`config.mk`:
```
export PLATFORM = sky130hd
export DESIGN_NAME = e1_loopback_alarm_control
export DESIGN_NICKNAME = d
export VERILOG_FILES = /design/src/hdl/e1_loopback_alarm_control.v
export VERILOG_INCLUDE_DIRS = /design/src /design/src/pkg
export SDC_FILE = /design/constraint.sdc
export NUM_CORES = 1
export LEC_CHECK = 0
export BUFFER_PORTS_ARGS = -buffer_cell sky130_fd_sc_hd__buf_2
export CORE_ASPECT_RATIO = 1.25
export CORE_UTILIZATION = 45
export DETAILED_ROUTE_END_ITERATION = 10
export GPL_TIMING_DRIVEN = 0
export HOLD_SLACK_MARGIN = 0.03
export MAX_ROUTING_LAYER = met4
export SKIP_CTS_REPAIR_TIMING = 1
export SKIP_LAST_GASP = 1
export SYNTH_ARGS = -nofsm -noshare
export SYNTH_HDL_FRONTEND = slang
export SYNTH_SLANG_ARGS = --single-unit
export TNS_END_PERCENT = 50
```
`constraint.sdc`:
```
create_clock -name clk -period 7.66 [get_ports clk]
set_input_delay 0.766 -clock clk [delete_from_list [all_inputs] [get_ports clk]]
set_output_delay 0.766 -clock clk [all_outputs]
set_load 0.05 [all_outputs]
```
`src/pkg/e1_loopback_alarm_control_regs.vh`:
```
// Register map, field positions and timing constants of the E1 loopback and alarm control.
// Functional notes
// - Framer loopback bit set feeds transmit framer data into the receive framer path.
// - During framer loopback, normal transmit data still goes to the line outputs.
// - During framer loopback, receive clock output follows the transmit clock input.
// - Update select bit latches error counters each second, or every 62.5 ms.
// - Violation function bit picks bipolar violations at 0, code violations at 1.
// - Serial output force bit holds receive serial data high while alignment is lost.
// - Clock loss mux bit switches transmit to recovered clock when transmit clock stops.
// - Carrier loss after 255 zeros, or 2048 zeros with the alternate criteria bit.
// - Clock source select forces recovered receive clock; otherwise clock loss mux decides.
// - Automatic AIS sends AIS on frame loss, received AIS or carrier loss.
// - Automatic remote alarm on those conditions or CRC4 multiframe missing after 128 ms.
// - CRC4 multiframe sync still missing after 400 ms gives constant remote alarm.
// - Line AIS bit sends unframed all ones at master clock rate on line.
// - Five channel monitor bits pick the transmit channel copied to the monitor register.
// - Remote loopback sends receive line data straight back out the transmit line.
// - In remote loopback the receive framer still sees line data; formatter data dropped.
// - Local loopback transmits normally and feeds transmitted data to the receive path.
`ifndef E1_LOOPBACK_ALARM_CONTROL_REGS_VH
`define E1_LOOPBACK_ALARM_CONTROL_REGS_VH
`define REG_CTRL_ONE 8'h12
`define REG_CTRL_TWO 8'h13
`define REG_CTRL_THREE 8'h14
`define CTRL_RESET 8'h00
`define BIT_FRAMER_LOOPBACK 7
`define BIT_RX_CRC4_ENABLE 0
`define BIT_ERR_COUNT_UPDATE_SEL 7
`define BIT_VIOLATION_COUNT_FUNC_SEL 6
`define BIT_AUTO_AIS_ENABLE 5
`define BIT_AUTO_REMOTE_ALARM_ENABLE 4
`define BIT_RX_SERIAL_OUT_FORCE 3
`define BIT_TX_CLOCK_LOSS_MUX 2
`define BIT_CARRIER_LOSS_ALT_CRITERIA 1
`define BIT_TX_CLOCK_SOURCE_SEL 0
`define BIT_REMOTE_LOOPBACK 7
`define BIT_LOCAL_LOOPBACK 6
`define BIT_LINE_AIS_ENABLE 5
`define TX_CHAN_MONITOR_MSB 4
`define TX_CHAN_MONITOR_LSB 0
`define CLK_MHZ 50
`define ONE_SECOND_US 1000000
`define FAST_UPDATE_US 62500
`define CRC4_SHORT_US 128000
`define CRC4_LONG_US 400000
`define ONE_SECOND_CYCLES (`ONE_SECOND_US * `CLK_MHZ)
`define FAST_UPDATE_CYCLES (`FAST_UPDATE_US * `CLK_MHZ)
`define CRC4_SHORT_CYCLES (`CRC4_SHORT_US * `CLK_MHZ)
`define CRC4_LONG_CYCLES (`CRC4_LONG_US * `CLK_MHZ)
`define CARRIER_ZEROS_NORMAL 12'd255
`define CARRIER_ZEROS_ALT 12'd2048
`define TX_CLOCK_LOSS_CYCLES 64
`define MASTER_CLOCK_DIV 24
`endif

```
`src/hdl/e1_loopback_alarm_control.v`:
```
// Loopback routing, automatic alarms and clock selection for one E1 channel.
`timescale 1ns/100ps
`include "e1_loopback_alarm_control_regs.vh"
module e1_loopback_alarm_control #(
    parameter ONE_SECOND_CYCLES = `ONE_SECOND_CYCLES,
    parameter FAST_UPDATE_CYCLES = `FAST_UPDATE_CYCLES,
    parameter CRC4_SHORT_CYCLES = `CRC4_SHORT_CYCLES,
    parameter CRC4_LONG_CYCLES = `CRC4_LONG_CYCLES,
    parameter TX_CLOCK_LOSS_CYCLES = `TX_CLOCK_LOSS_CYCLES,
    parameter MASTER_CLOCK_DIV = `MASTER_CLOCK_DIV
) (
    input wire clk,
    input wire reset_n,
    input wire [7:0] regAddr,
    input wire [7:0] regWrData,
    input wire regWrite,
    output reg [7:0] regRdData,
    input wire frameStart,
    input wire tx_clock_in,
    input wire rxRecoveredClock,
    input wire rx_line_pos_in,
    input wire rx_line_neg_in,
    input wire txFormPos,
    input wire txFormNeg,
    input wire rxSerialIn,
    input wire frameAlignLost,
    input wire aisReceived,
    input wire fasSync,
    input wire crc4MultiframeSync,
    input wire bpvEvent,
    input wire cvEvent,
    input wire [4:0] txChanNum,
    input wire [7:0] txChanData,
    input wire txChanValid,
    output reg tx_line_pos_out,
    output reg tx_line_neg_out,
    output reg rxFramerPos,
    output reg rxFramerNeg,
    output reg rxClockOut,
    output reg rx_serial_out,
    output reg rx_carrier_loss,
    output reg txAisActive,
    output reg txRemoteAlarm,
    output reg txClockFromRecovered,
    output reg txClockLost,
    output reg violationEvent,
    output reg errCountLatch,
    output reg [15:0] violationCountLatched,
    output reg [7:0] tx_monitor_register
);

    // Host-visible control bytes and the copies that steer the logic.
    reg [7:0] common_control_one;
    reg [7:0] common_control_two;
    reg [7:0] common_control_three;
    reg [7:0] activeOne;
    reg [7:0] activeTwo;
    reg [7:0] activeThree;

    always @(posedge clk or negedge reset_n) begin
        if (!reset_n) begin
            common_control_one <= `CTRL_RESET;
            common_control_two <= `CTRL_RESET;
            common_control_three <= `CTRL_RESET;
            regRdData <= 8'h00;
        end else begin
            if (regWrite) begin
                case (regAddr)
                    `REG_CTRL_ONE: common_control_one <= regWrData;
                    `REG_CTRL_TWO: common_control_two <= regWrData;
                    `REG_CTRL_THREE: common_control_three <= regWrData;
                    default: ;
                endcase
            end
            case (regAddr)
                `REG_CTRL_ONE: regRdData <= common_control_one;
                `REG_CTRL_TWO: regRdData <= common_control_two;
                `REG_CTRL_THREE: regRdData <= common_control_three;
                default: regRdData <= 8'h00;
            endcase
        end
    end

    // New settings are adopted only at a frame boundary so a frame is never split.
    always @(posedge clk or negedge reset_n) begin
        if (!reset_n) begin
            activeOne <= `CTRL_RESET;
            activeTwo <= `CTRL_RESET;
            activeThree <= `CTRL_RESET;
        end else if (frameStart) begin
            activeOne <= common_control_one;
            activeTwo <= common_control_two;
            activeThree <= common_control_three;
        end
    end

    wire framerLoopback = activeOne[`BIT_FRAMER_LOOPBACK];
    wire rxCrc4Enable = activeOne[`BIT_RX_CRC4_ENABLE];
    wire fastUpdate = activeTwo[`BIT_ERR_COUNT_UPDATE_SEL];
    wire countCodeViol = activeTwo[`BIT_VIOLATION_COUNT_FUNC_SEL];
    wire autoAis = activeTwo[`BIT_AUTO_AIS_ENABLE];
    wire autoRemote = activeTwo[`BIT_AUTO_REMOTE_ALARM_ENABLE];
    wire serialForce = activeTwo[`BIT_RX_SERIAL_OUT_FORCE];
    wire clockLossMux = activeTwo[`BIT_TX_CLOCK_LOSS_MUX];
    wire altCriteria = activeTwo[`BIT_CARRIER_LOSS_ALT_CRITERIA];
    wire clockSourceSel = activeTwo[`BIT_TX_CLOCK_SOURCE_SEL];
    wire remoteLoopback = activeThree[`BIT_REMOTE_LOOPBACK];
    wire localLoopback = activeThree[`BIT_LOCAL_LOOPBACK];
    wire lineAis = activeThree[`BIT_LINE_AIS_ENABLE];
    wire [4:0] monitorChan = activeThree[`TX_CHAN_MONITOR_MSB:`TX_CHAN_MONITOR_LSB];

    // Pins from outside pass two flip-flops; the third stage only serves edge detection.
    reg [3:0] pinMeta;
    reg [3:0] pinSync;
    reg [1:0] clockLast;
    always @(posedge clk or negedge reset_n) begin
        if (!reset_n) begin
            pinMeta <= 4'h0;
            pinSync <= 4'h0;
            clockLast <= 2'h0;
        end else begin
            pinMeta <= {rx_line_neg_in, rx_line_pos_in, rxRecoveredClock, tx_clock_in};
            pinSync <= pinMeta;
            clockLast <= pinSync[1:0];
        end
    end

    wire txClockLevel = pinSync[0];
    wire rxClockLevel = pinSync[1];
    wire lineRxPos = pinSync[2];
    wire lineRxNeg = pinSync[3];
    wire txEdge = txClockLevel & ~clockLast[0];
    wire rxEdge = rxClockLevel & ~clockLast[1];

    // Transmit clock watchdog: no rising edge for the limit means the clock has stopped.
    reg [15:0] txIdleCount;
    always @(posedge clk or negedge reset_n) begin
        if (!reset_n) begin
            txIdleCount <= 16'h0000;
            txClockLost <= 1'b0;
        end else if (txEdge) begin
            txIdleCount <= 16'h0000;
            txClockLost <= 1'b0;
        end else if (txIdleCount >= TX_CLOCK_LOSS_CYCLES[15:0] - 16'h0001) begin
            txClockLost <= 1'b1;
        end else begin
            txIdleCount <= txIdleCount + 16'h0001;
        end
    end

    wire next_fromRecovered = clockSourceSel | (clockLossMux & txClockLost);
    wire formatterTick = txClockFromRecovered ? rxEdge : txEdge;

    // Master clock rate enable for unframed all ones on the line.
    reg [7:0] masterDiv;
    reg masterTick;
    always @(posedge clk or negedge reset_n) begin
        if (!reset_n) begin
            masterDiv <= 8'h00;
            masterTick <= 1'b0;
        end else if (masterDiv >= MASTER_CLOCK_DIV[7:0] - 8'h01) begin
            masterDiv <= 8'h00;
            masterTick <= 1'b1;
        end else begin
            masterDiv <= masterDiv + 8'h01;
            masterTick <= 1'b0;
        end
    end

    // Carrier loss: consecutive zero count on the received line.
    reg [11:0] zeroCount;
    wire [11:0] zeroLimit = altCriteria ? `CARRIER_ZEROS_ALT : `CARRIER_ZEROS_NORMAL;
    always @(posedge clk or negedge reset_n) begin
        if (!reset_n) begin
            zeroCount <= 12'h000;
            rx_carrier_loss <= 1'b0;
        end else if (rxEdge) begin
            if (lineRxPos | lineRxNeg) begin
                zeroCount <= 12'h000;
                rx_carrier_loss <= 1'b0;
            end else if (zeroCount >= zeroLimit - 12'h001) begin
                rx_carrier_loss <= 1'b1;
            end else begin
                zeroCount <= zeroCount + 12'h001;
            end
        end
    end

    // CRC4 multiframe search timer, running from FAS sync until multiframe sync.
    reg [31:0] crc4Timer;
    reg crc4ShortFail;
    reg crc4LongFail;
    always @(posedge clk or negedge reset_n) begin
        if (!reset_n) begin
            crc4Timer <= 32'h0000_0000;
            crc4ShortFail <= 1'b0;
            crc4LongFail <= 1'b0;
        end else if (!rxCrc4Enable || !fasSync || crc4MultiframeSync) begin
            crc4Timer <= 32'h0000_0000;
            crc4ShortFail <= 1'b0;
            crc4LongFail <= 1'b0;
        end else begin
            if (crc4Timer < CRC4_LONG_CYCLES)
                crc4Timer <= crc4Timer + 32'h0000_0001;
            if (crc4Timer >= CRC4_SHORT_CYCLES - 1)
                crc4ShortFail <= 1'b1;
            if (crc4Timer >= CRC4_LONG_CYCLES - 1)
                crc4LongFail <= 1'b1;
        end
    end

    wire rxAlarmCond = frameAlignLost | aisReceived | rx_carrier_loss;

    // Alarm, clock selection and serial output stage.
    always @(posedge clk or negedge reset_n) begin
        if (!reset_n) begin
            txAisActive <= 1'b0;
            txRemoteAlarm <= 1'b0;
            txClockFromRecovered <= 1'b0;
            rx_serial_out <= 1'b1;
            rxClockOut <= 1'b0;
        end else begin
            txAisActive <= autoAis & rxAlarmCond;
            txRemoteAlarm <= (autoRemote & (rxAlarmCond | crc4ShortFail)) | crc4LongFail;
            txClockFromRecovered <= next_fromRecovered;
            rx_serial_out <= (serialForce & frameAlignLost) ? 1'b1 : rxSerialIn;
            rxClockOut <= framerLoopback ? txClockLevel : rxClockLevel;
        end
    end

    // Line transmit path; all ones alternate polarity so the line stays balanced.
    reg aisPolarity;
    always @(posedge clk or negedge reset_n) begin
        if (!reset_n) begin
            tx_line_pos_out <= 1'b0;
            tx_line_neg_out <= 1'b0;
            aisPolarity <= 1'b0;
        end else if (lineAis) begin
            if (masterTick) begin
                tx_line_pos_out <= ~aisPolarity;
                tx_line_neg_out <= aisPolarity;
                aisPolarity <= ~aisPolarity;
            end
        end else if (remoteLoopback) begin
            if (rxEdge) begin
                tx_line_pos_out <= lineRxPos;
                tx_line_neg_out <= lineRxNeg;
            end
        end else if (formatterTick) begin
            if (txAisActive) begin
                tx_line_pos_out <= ~aisPolarity;
                tx_line_neg_out <= aisPolarity;
                aisPolarity <= ~aisPolarity;
            end else begin
                tx_line_pos_out <= txFormPos;
                tx_line_neg_out <= txFormNeg;
            end
        end
    end

    // Receive framer feed: formatter data, transmitted data or line data.
    always @(posedge clk or negedge reset_n) begin
        if (!reset_n) begin
            rxFramerPos <= 1'b0;
            rxFramerNeg <= 1'b0;
        end else if (framerLoopback) begin
            if (formatterTick) begin
                rxFramerPos <= txFormPos;
                rxFramerNeg <= txFormNeg;
            end
        end else if (localLoopback) begin
            if (formatterTick) begin
                rxFramerPos <= tx_line_pos_out;
                rxFramerNeg <= tx_line_neg_out;
            end
        end else if (rxEdge) begin
            rxFramerPos <= lineRxPos;
            rxFramerNeg <= lineRxNeg;
        end
    end

    // Violation counting and periodic latch of the counters.
    reg [31:0] updateTimer;
    reg [15:0] violationCount;
    wire [31:0] updatePeriod = fastUpdate ? FAST_UPDATE_CYCLES : ONE_SECOND_CYCLES;
    wire next_violation = countCodeViol ? cvEvent : bpvEvent;
    wire updateDue = updateTimer >= updatePeriod - 1;
    always @(posedge clk or negedge reset_n) begin
        if (!reset_n) begin
            updateTimer <= 32'h0000_0000;
            violationCount <= 16'h0000;
            violationCountLatched <= 16'h0000;
            violationEvent <= 1'b0;
            errCountLatch <= 1'b0;
        end else begin
            violationEvent <= next_violation;
            errCountLatch <= updateDue;
            if (updateDue) begin
                updateTimer <= 32'h0000_0000;
                violationCountLatched <= violationCount;
                violationCount <= {15'h0000, next_violation};
            end else begin
                updateTimer <= updateTimer + 32'h0000_0001;
                if (next_violation && violationCount != 16'hffff)
                    violationCount <= violationCount + 16'h0001;
            end
        end
    end

    // Transmit channel monitor capture.
    always @(posedge clk or negedge reset_n) begin
        if (!reset_n)
            tx_monitor_register <= 8'h00;
        else if (txChanValid && txChanNum == monitorChan)
            tx_monitor_register <= txChanData;
    end

endmodule // e1_loopback_alarm_control

```
After elaboration in Yosys (flattened, before gate mapping)
Index checks and enable logic that the tools add are counted.

Bits of input ports: 47. Bits in registers: 223. Output and inout bits: 45.

Equal/unequal tests: 12. Reductions and logical operators: 24. Multiplexer cells: 50. Add/subtract/negate cells: 8. Magnitude comparators: 7. Bitwise operators: 15.

Operators by type and width (number): $mux 32 (3); $add 32x1->32 const B (2); $mux 16 (4); $mux 1 (37); $mux 12 (3); $add 16x1->16 const B (2); $ge 32x23->1 const B (1); $ge 32x25->1 const B (1); $ge 32x32->1 (1); $lt 32x25->1 const B (1); $sub 26x1->27 const B (1); $mux 26 (1); $eq 8x5->1 const B (3); $pmux 8 s3 (1); $ge 16x6->1 const B (1); $ne 16x16->1 const B (1); $reduce_bool 2->1 (8); $add 12x1->12 const B (1); $ge 12x12->1 (1); $sub 12x1->12 const B (1); $reduce_and 2->1 (5); $add 8x1->8 const B (1); $ge 8x5->1 const B (1); $mux 8 (1); other kinds (13) (34).

Longest topological paths before layout
Gate-level depths: netlist of run 1.

Depth in word-level cells: 6. Mapped depth: 11. Gate-level depth less buffers: 8.

Worst setup path after synthesis of run 1
Ideal clock, no wire load.

Path type: register to register. Start point: register activeTwo[7]. End point: register violationCountLatched[10]. Stages on the path, launching flop included: 11. Data arrival time: 2.567 ns. Path buffers: 2. Clock period less this slack: 2.692 ns. Setup slack: 4.968 ns. Path through: dfrtp_1 inv_1 ha_1 nand4_1 a211o_1 nor3_1 o31a_1 nand2b_1 clkbuf_1 buf_2 mux2_2.

Word-level cells in the longest chain between the ends: 3.

Ends and longest elaborated chain: start, declared (line e1_loopback_alarm_control.v:57) `reg [7:0] activeTwo;`; start signal, assigned (line e1_loopback_alarm_control.v:88) `` activeTwo <= `CTRL_RESET; ``; start signal, assigned (line e1_loopback_alarm_control.v:92) `activeTwo <= common_control_two;`; $mux 26 (line e1_loopback_alarm_control.v:285) `wire [31:0] updatePeriod = fastUpdate ? FAST_UPDATE_CYCLES : ONE_SECOND_CYCLES;`; $sub 26x1->27 (line e1_loopback_alarm_control.v:287) `wire updateDue = updateTimer >= updatePeriod - 1;`; $ge 32x32->1 (line e1_loopback_alarm_control.v:287); end signal, assigned (line e1_loopback_alarm_control.v:300) `violationCountLatched <= violationCount;`; end, declared (line e1_loopback_alarm_control.v:48) `output reg [15:0] violationCountLatched,`.

Every way passes these cells. A chain may end at the register's enable or synchronous reset.

Worst setup path after layout of run 1
Ends and elaborated chain as after synthesis.

==> results.json, run 1 <==
{
  "area_growth_syn_to_layout_pct": 17.2,
  "synth-main-ff-cell": "dfrtp_1",
  "synth_warnings": 0,
  "drc": 0,
  "synth_xor_area_frac": 0.0719,
  "count_of_placed_standard_cells_including_taps": 1225,
  "die-width_um": 134,
  "buffer_cell_driving_the_clock_tree_root": "clkbuf_16",
  "timing_worst_setup_path_type": "reg -> reg",
  "die_ht_um": 167,
  "met3_length_um": 635,
  "family_of_cells_with_the_greatest_summed_delay_on_the_critical_path": "buffers and inverters",
  "slew-limit-headroom": 0.251,
  "cp_data_arrival_time_ns": 3.62,
  "power_density_nw_per_um2": 230,
  "timing.final.crit_share": 0.422,
  "top_layer_used": "met4",
  "reg2reg_from": "activeTwo[7]",
  "largest_family_of_logic_cells_by_synthesized_area": "simple AND/OR/NAND/NOR gates",
  "critical_path.reg2reg.endpoint": "violationCountLatched[10]",
  "report.final.slew_viol_count": 0,
  "num-nets-final": 1050,
  "synth_area_in_simple_gates": 0.171,
  "h-tree-depth": 1,
  "synth-edff-count": 0,
  "run_status": "completed",
  "timing.critical_path.slowest_cell_delay_ns": 0.62,
  "globalRouteOverflowTotal": 0,
  "synth_async_sr_flop_share": 1.00,
  "timing.critical_path.from_type": "flip-flop",
  "synth_area_leaders": "dfrtp_1 (55%), mux2_2 (8.0%), nor2_1 (4.4%)",
  "grt_pass1_vias": 6789,
  "post_synth_mux_area_share": 0.0839,
  "vias": 6573,
  "dp_worst_setup_slack_ns": 4.39,
  "dr.pass1.iters": 4,
  "cts_tree": "done",
  "setup.worst_path.end_class": "flip-flop",
  "place_congestion": 0.806,
  "post_synth_fa_ha_maj_area_fraction": 0.0334,
  "num_io_pins": 92,
  "antenna_violating_nets_post_route": 0,
  "irDropWorstVdd_uv": 155,
  "synth_area_sq_um": 9740,
  "detail_route.wl_per_cell_um": 15.3,
  "final_cell_count_no_fill": 1270,
  "crit_slowest_cell": "dfrtp_1",
  "place_hpwl_um": 13300,
  "period_minus_slack_ns": 3.23,
  "finalSetupViolations": 0,
  "critical_path.endpoint": "violationCountLatched[10]",
  "finalHoldWorstSlack_ns": 0.333,
  "worst_reg2reg_setup_slack_ns": 4.43,
  "synth_largest_area_cell": "dfrtp_1",
  "timing_worst_slew_pin_value_ns": 1.10,
  "critical_path.max_fanout": 11,
  "synth_compound_gate_area_share": 0.0599,
  "p_leak_nw": 5.37,
  "ys_seq_area_frac": 0.558,
  "crit_chain": "inv_1 > ha_1 > nand4_1 > a211o_1 > nor3_1 > o31a_1 > nand2b_1 > clkbuf_1 > buf_2 > mux2_2",
  "synth.cells.most_frequent": "dfrtp_1 (216), nor2_1 (113), mux2_2 (69), nand2_1 (52), xnor2_1 (42)",
  "share_of_cells_above_drive_strength_1": 0.231,
  "port_buffers": 90,
  "cell_with_the_most_instances_after_synthesis": "dfrtp_1",
  "timing.critical_path.buf_inv": 3,
  "min_path_type": "in -> async",
  "data_required_critical_path_ns": 8.05,
  "worst-path-stages": 10,
  "drt_wl_total_um": 19500,
  "timing.setup.tns_ns": 0,
  "cts_inserted_buffers": 24,
  "clk_latency_ns": 0.51,
  "highest_attainable_clock_frequency_ghz": 0.309,
  "drt-met1-wl_um": 8840,
  "final-hold-violation-count": 0,
  "ys_ff_latch": 217,
  "grt_start_max_net_pins": 121,
  "syn_avg_cell_area_sq_um": 11.4,
  "grt_antenna_before_repair": 1,
  "worstRegToRegCells": 10,
  "initial_utilization": 0.463,
  "crit_start": "activeTwo[7]",
  "clock_tree.buffer_depth": 3,
  "synth_cell_types": 66,
  "rsz0062_at_grt": "no",
  "cts_num_sinks": 217,
  "drt_iter0_markers": 286,
  "wire_length_of_the_first_global_routing_pass_um": 34000,
  "postSynthCellCount": 853,
  "fin_ws_ns": 4.43,
  "die_area_sq_um": 22200,
  "viasPerCell": 5.18,
  "postLayoutCoreUtil": 0.543,
  "core-area_sq_um": 21000,
  "path_clk_slew_ns": 0.06,
  "drv_cap": 0,
  "wl_met2_um": 9680,
  "clock-skew-final_ns": 0.00591,
  "rows": 59,
  "synth_top_area_frac": 0.555,
  "grt_usage": 0.192
}
==> final cells by class <==
type                       count  area (sq um)
fill                        1874          9620
sequential                   217          5430
multi-input combinational    593          4120
clock buffer                  31           678
timing repair buffer          91           488
tap                          274           343
clock inverter                13           135
buffer                        27           133
inverter                      23          86.3
antenna                        1          2.50
==> flip-flops by register name, indices dropped and copies added, names as in the netlist, 2 cells and up <==
register	cells
updateTimer	32
tx_monitor_register	8
violationCountLatched	16
activeThree	8
common_control_two	8
common_control_three	8
regRdData	8
activeTwo	8
clockLast	2
violationCount	16
pinSync	4
zeroCount	12
masterDiv	8
crc4Timer	32
pinMeta	4
common_control_one	8
txIdleCount	16
activeOne	2
==> where the power goes <==
part,internal [mW],leakage [nW],switching [mW]
sequential,1.20,2.93,0.0396
combinational,0.0746,2.04,0.148
clock,0.697,0.398,0.468
==> worst min-delay path by stage <==
stage	start	end	slack, ns	cells past startpoint
after detailed placement	pinMeta[1]	pinSync[1]	0.33	0
after global placement	pinMeta[1]	pinSync[1]	0.33	0
after CTS	tx_clock_in	pinMeta[0]	0.35	1
after global routing	rx_line_pos_in	pinMeta[2]	0.34	1
final	reset_n	regRdData[2]	0.33	1
after floorplan	pinMeta[0]	pinSync[0]	0.33	0
==> layer usage <==
layer,up-vias,track usage
met1,3215,0.251
met2,89,0.315
met3,25,0.0286
met4,0,0.0445
met5,-,-
li1,3244,-
==> worst register-to-register path, cell delays in order, from the launching register on <==
cell and delay, ns:
dfrtp_1 0.62, inv_1 0.27, ha_1 0.37, nand4_1 0.10, a211o_1 0.28, nor3_1 0.19
o31a_1 0.22, nand2b_1 0.12, clkbuf_1 0.26, buf_2 0.32, mux2_2 0.37
==> per-stage QoR <==
| step | instance area (sq um) | total power, mW |
|---|---|---|
| after floorplan | 9770 | 1.40 |
| after global placement | 10600 | 1.48 |
| after detailed placement | 10600 | 1.48 |
| after CTS | 11400 | 2.67 |
| after global routing | 11400 | 2.74 |
| final | 11400 | 2.62 |
==> logic make-up (layout without fill, tap and decap cells) <==
| family | count (synthesis) | after routing |
|---|---|---|
| AND/OR/NAND/NOR | 328 | 328 |
| flip-flops | 217 | 217 |
| XOR/XNOR | 80 | 80 |
| AO/OA/AOI/OAI | 78 | 78 |
| multiplexers | 73 | 73 |
| buffers and inverters | 50 | 185 |
| adder cells (fa/ha/maj) | 26 | 26 |
| other | 1 | 9 |
==> layout by cell type (no fill, tap or decap), types with 6 or more instances in the layout <==
cell	n
dfrtp_1	216
nor2_1	113
buf_2	96
mux2_2	69
nand2_1	52
xnor2_1	42
xor2_1	38
nand3_1	34
ha_1	26
clkbuf_16	25
inv_1	23
and2_1	22
nand4_1	22
nor3_1	21
clkbuf_1	18
o21ai_0	17
nor4_1	16
and3_1	13
a21oi_1	11
a222oi_1	8
conb_1	8
and4_1	6
Power figures use the tool's default switching activity.
==> run 2, diff against run 1 <==
==> constraint.sdc (replaced) <==
create_clock -name clk -period 3 [get_ports clk]
set_input_delay 0.3 -clock clk [delete_from_list [all_inputs] [get_ports clk]]
set_output_delay 0.3 -clock clk [all_outputs]
set_load 0.05 [all_outputs]
==> results.json, run 2 (synthesis results as in run 1) <==
{
  "run_status": "completed",
  "timing.critical_path.from_type": "flip-flop",
  "place_hpwl_um": 13300,
  "final_cell_count_no_fill": 1284,
  "timing_worst_slew_pin_value_ns": 1.10,
  "highest_attainable_clock_frequency_ghz": 0.366,
  "data_required_critical_path_ns": 3.39,
  "num_io_pins": 92,
  "crit_slowest_cell": "a2111oi_2",
  "critical_path.endpoint": "violationCountLatched[10]",
  "viasPerCell": 5.15,
  "fin_ws_ns": 0.268,
  "most_common_cell_after_layout_fill_and_taps_aside": "dfrtp_1",
  "antenna_violating_nets_post_route": 0,
  "power_density_nw_per_um2": 580,
  "clock_power_share": 0.442,
  "drv_cap": 0,
  "met3_grt_util": 0.0286,
  "report.final.slew_viol_count": 0,
  "grt_start_max_net_pins": 121,
  "area_growth_syn_to_layout_pct": 18.9,
  "finalSetupViolations": 0,
  "timing.critical_path.buf_inv": 2,
  "dpl-instance-area_sq_um": 10600,
  "critical_path.max_fanout": 10,
  "switching_share": 0.249,
  "num-nets-final": 1064,
  "buffer_cell_driving_the_clock_tree_root": "clkbuf_16",
  "drt_wl_total_um": 19600,
  "largestRegisters": "crc4Timer: 32 flops, updateTimer: 32 flops",
  "p_seq_frac": 0.470,
  "drt_iter0_markers": 298,
  "p_leak_nw": 5.44,
  "family_of_cells_with_the_greatest_summed_delay_on_the_critical_path": "compound AO/OA/AOI/OAI gates",
  "area_used_by_multi_input_combinational_logic_sq_um": 4120,
  "port_buffers": 90,
  "fillcell_total": 1851,
  "power.total_mw": 6.72,
  "count_of_placed_standard_cells_including_taps": 1225,
  "share_of_cells_above_drive_strength_1": 0.231,
  "crit_start": "activeTwo[7]",
  "irDropWorstVdd_uv": 397,
  "final-hold-violation-count": 0,
  "timing.final.crit_share": 0.911,
  "globalRouteOverflowTotal": 0,
  "core-area_sq_um": 21000,
  "detail_route.wl_per_cell_um": 15.3,
  "clk_latency_ns": 0.51,
  "clock-skew-final_ns": 0.00629,
  "period_minus_slack_ns": 2.73,
  "dr.pass1.iters": 4,
  "path_clk_slew_ns": 0.06,
  "timing_worst_setup_path_type": "reg -> reg",
  "cts_tree": "done",
  "reg2reg_from": "activeTwo[7]",
  "cts_inserted_buffers": 24,
  "drc": 0,
  "rows": 59,
  "timing.critical_path.slowest_cell_delay_ns": 0.55,
  "place_congestion": 0.806,
  "sequential_cell_area_sq_um": 5430,
  "critical_path.reg2reg.endpoint": "violationCountLatched[10]",
  "busiest_layer": "met2",
  "wire_length_of_the_first_global_routing_pass_um": 34000,
  "globalRouteMet1Util": 0.251,
  "grt_pass1_vias": 6789,
  "dp_worst_setup_slack_ns": -0.274,
  "setup.worst_path.end_class": "flip-flop",
  "worst_reg2reg_setup_slack_ns": 0.27,
  "worst-path-stages": 8,
  "cts_num_sinks": 217,
  "net-switching-power_mw": 1.68,
  "min_path_type": "in -> reg",
  "commonest_non_fill_non_tap_cells_in_the_layout": "dfrtp_1 (215), nor2_1 (113), buf_2 (94), mux2_2 (69), nand2_1 (52)",
  "initial_utilization": 0.463,
  "grt_usage": 0.192,
  "stdcell_area_sq_um": 11600,
  "vias": 6608,
  "crit_chain": "buf_12 > ha_1 > a211o_1 > a21o_1 > a2111oi_2 > nand2b_2 > clkbuf_4 > mux2_2",
  "die_area_sq_um": 22200,
  "slew-limit-headroom": 0.249,
  "power_frac_comb": 0.088,
  "die_ht_um": 167,
  "internal_power_mw": 5.04,
  "cp_data_arrival_time_ns": 3.12,
  "rsz0062_at_grt": "no",
  "grt_antenna_before_repair": 1,
  "worstRegToRegCells": 8,
  "die-width_um": 134,
  "clock_tree.buffer_depth": 3,
  "grt_util_met2": 0.315,
  "h-tree-depth": 1
}
-- run 2: cell count changes in the layout (fill, tap and decap cells not counted), sizes merged --
| cell | change |
|---|---|
| dlygate4sd3 | +14 |
| buf | -1 |
| clkbuf | +1 |
-- run 2: power groups by stage --
stage	logic (mW)	registers, mW	clock network, mW
after global placement	0.561	3.21	0
after global routing	0.649	3.17	3.20
final	0.590	3.16	2.97
after detailed placement	0.579	3.21	0
after CTS	0.580	3.16	3.07
after floorplan	0.201	3.37	0
-- run 2: per-layer routing --
| layer | up-vias | part of all wire |
|---|---|---|
| met5 | - | 0 |
| met4 | 0 | 0.015 |
| met3 | 25 | 0.031 |
| met2 | 83 | 0.50 |
| met1 | 3225 | 0.46 |
| li1 | 3275 | - |
-- run 2: final cells by class --
cell class              instances  share of cell area
diodes                          1            0.000216
plain buffers                  26              0.0116
clock buffers                  31              0.0586
clock inverters                13              0.0117
inverters                      23             0.00746
multi-input cells             593               0.356
flip-flops and latches        217               0.469
well taps                     274              0.0296
repair buffers                106              0.0560
-- run 2: worst min-delay path by stage --
stage                 start                     to  slack [ns]  cells after the start
2_1_floorplan       reset_n           activeOne[0]       0.004                      0
3_3_place_gp     pinMeta[1]             pinSync[1]        0.33                      0
3_5_place_dp     pinMeta[1]             pinSync[1]        0.33                      0
4_1_cts         tx_clock_in             pinMeta[0]       -0.12                      1
5_1_grt        regWrData[3]  common_control_two[3]        0.04                      2
6_report        aisReceived          txRemoteAlarm        0.05                      3
-- run 2: worst reg2reg max path, delay by kind of cell (launching register included) --
family                     cells  cell delay, ns
adders and majority gates      1            0.30
AOI/OAI and AO/OA              3            0.97
and+or+nand+nor                1            0.21
DFF                            1            0.43
muxes                          1            0.30
buffers and inverters          2            0.40
-- run 2: through the flow --
stage	TNS, ns	hold WS [ns]	util
2_1_floorplan	0	0.00441	-
3_5_place_dp	-12.32	0.335	0.504
6_report	0	0.0490	0.550
5_1_grt	0	0.0381	0.550
3_3_place_gp	-475.14	0.335	0.502
4_1_cts	-12.83	-0.121	0.542
==> run 3, diff against run 2 <==
--- a/config.mk
+++ b/config.mk
@@ -10,7 +10,6 @@
 export CORE_ASPECT_RATIO = 1.25
 export CORE_UTILIZATION = 45
 export DETAILED_ROUTE_END_ITERATION = 10
-export GPL_TIMING_DRIVEN = 0
 export HOLD_SLACK_MARGIN = 0.03
 export MAX_ROUTING_LAYER = met4
 export SKIP_CTS_REPAIR_TIMING = 1
==> results.json, run 3 (synthesis results as in run 1) <==
{
  "run_status": "completed",
  "power_density_nw_per_um2": 574,
  "cts_num_sinks": 217,
  "antenna_violating_nets_post_route": 0,
  "timing.final.crit_share": 0.895,
  "postLayoutCoreUtil": 0.546,
  "final_cell_count_no_fill": 1267,
  "setup.worst_path.end_class": "flip-flop",
  "largestRegisters": "crc4Timer: 32 flops, updateTimer: 32 flops",
  "drt_iter0_markers": 311,
  "clock-skew-final_ns": 0.00732,
  "p_leak_nw": 5.43,
  "finalSetupViolations": 0,
  "globalRouteOverflowTotal": 0,
  "grt_usage": 0.183,
  "count_of_placed_standard_cells_including_taps": 1213,
  "cp_data_arrival_time_ns": 3.07,
  "report.final.slew_viol_count": 0,
  "core-area_sq_um": 21000,
  "timing.setup.tns_ns": 0,
  "place_hpwl_um": 13100,
  "grt_antenna_before_repair": 1,
  "die_ht_um": 167,
  "drt_wl_total_um": 19200,
  "drc": 0,
  "die-width_um": 134,
  "path_clk_slew_ns": 0.06,
  "critical_path.max_fanout": 22,
  "timing.critical_path.from_type": "flip-flop",
  "period_minus_slack_ns": 2.68,
  "buffer_cell_driving_the_clock_tree_root": "clkbuf_16",
  "num_io_pins": 92,
  "timing_worst_setup_path_type": "reg -> reg",
  "highest_attainable_clock_frequency_ghz": 0.372,
  "cts_inserted_buffers": 24,
  "drv_cap": 0,
  "min_path_type": "in -> reg",
  "num-nets-final": 1050,
  "finalHoldWorstSlack_ns": 0.0306,
  "vias": 6583,
  "slew-limit-headroom": 0.496,
  "clk_latency_ns": 0.50,
  "irDropWorstVdd_uv": 462,
  "grt_pass1_vias": 6650,
  "data_required_critical_path_ns": 3.39,
  "wire_length_of_the_first_global_routing_pass_um": 32700,
  "rows": 59,
  "most_common_cell_after_layout_fill_and_taps_aside": "dfrtp_1",
  "area_growth_syn_to_layout_pct": 18.0,
  "final-hold-violation-count": 0,
  "dr.pass1.iters": 5,
  "place_congestion": 0.787,
  "grt_start_max_net_pins": 77,
  "rsz0062_at_grt": "no",
  "h-tree-depth": 1,
  "power.total_mw": 6.60,
  "timing_worst_slew_pin_value_ns": 0.753,
  "cts_tree": "done",
  "port_buffers": 91,
  "viasPerCell": 5.20,
  "die_area_sq_um": 22200,
  "initial_utilization": 0.463,
  "commonest_non_fill_non_tap_cells_in_the_layout": "dfrtp_1 (215), nor2_1 (113), buf_2 (90), mux2_2 (69), nand2_1 (52)",
  "detail_route.wl_per_cell_um": 15.1,
  "share_of_cells_above_drive_strength_1": 0.232,
  "clock_tree.buffer_depth": 3
}
-- run 3: path summary, 6_finish.rpt --
kind / from / end / slack, ns / cells after the start
worst max-delay path: activeTwo[7] / violationCountLatched[15] / 0.32 / 9
worst min-delay path: txChanData[3] / tx_monitor_register[3] / 0.03 / 2
worst max register to register: activeTwo[7] / violationCountLatched[15] / 0.32 / 9
worst min register to register: pinMeta[0] / pinSync[0] / 0.36 / 0
max in group asynchronous: reset_n / violationCount[10] / 1.80 / 3
min in group asynchronous: reset_n / regRdData[2] / 0.36 / 2
-- run 3: cell type report --
class / count / area [sq um]
well taps: 274 / 343
flip-flops and latches: 217 / 5430
fillers: 1902 / 9540
repair buffers: 118 / 736
diodes: 1 / 2.50
clock buffers: 34 / 689
multi-input cells: 593 / 4120
inverters: 23 / 86.3
clock inverters: 7 / 85.1
-- run 3: layer usage --
metal / routed length, um / GRT usage / up-vias
li1: - / - / 3237
met4: 317 / 0.0459 / 0
met5: 0 / - / -
met1: 8910 / 0.239 / 3244
met2: 9330 / 0.300 / 81
met3: 602 / 0.0247 / 21
-- run 3: worst max-delay path, stage by stage, from the launching register on --
cell and delay (ns):
dfrtp_2 0.50, inv_1 0.18, ha_1 0.33, nand4_1 0.09, a211o_1 0.28, nor3_1 0.20, o31a_1 0.20, nand2b_2 0.24
buf_12 0.19, mux2_2 0.34
-- run 3: where the power goes --
part           internal, mW  total, mW  switching, mW
clock network          1.76       2.86           1.11
logic                 0.202      0.580          0.379
registers              3.06       3.16         0.0994
-- run 3: stage by stage --
step | setup WS [ns] | cell area (sq um)
3_5_place_dp | 0.163 | 10600
2_1_floorplan | 0.308 | 9770
4_1_cts | 0.120 | 11400
3_3_place_gp | 0.206 | 10600
5_1_grt | 0.114 | 11500
6_report | 0.315 | 11500
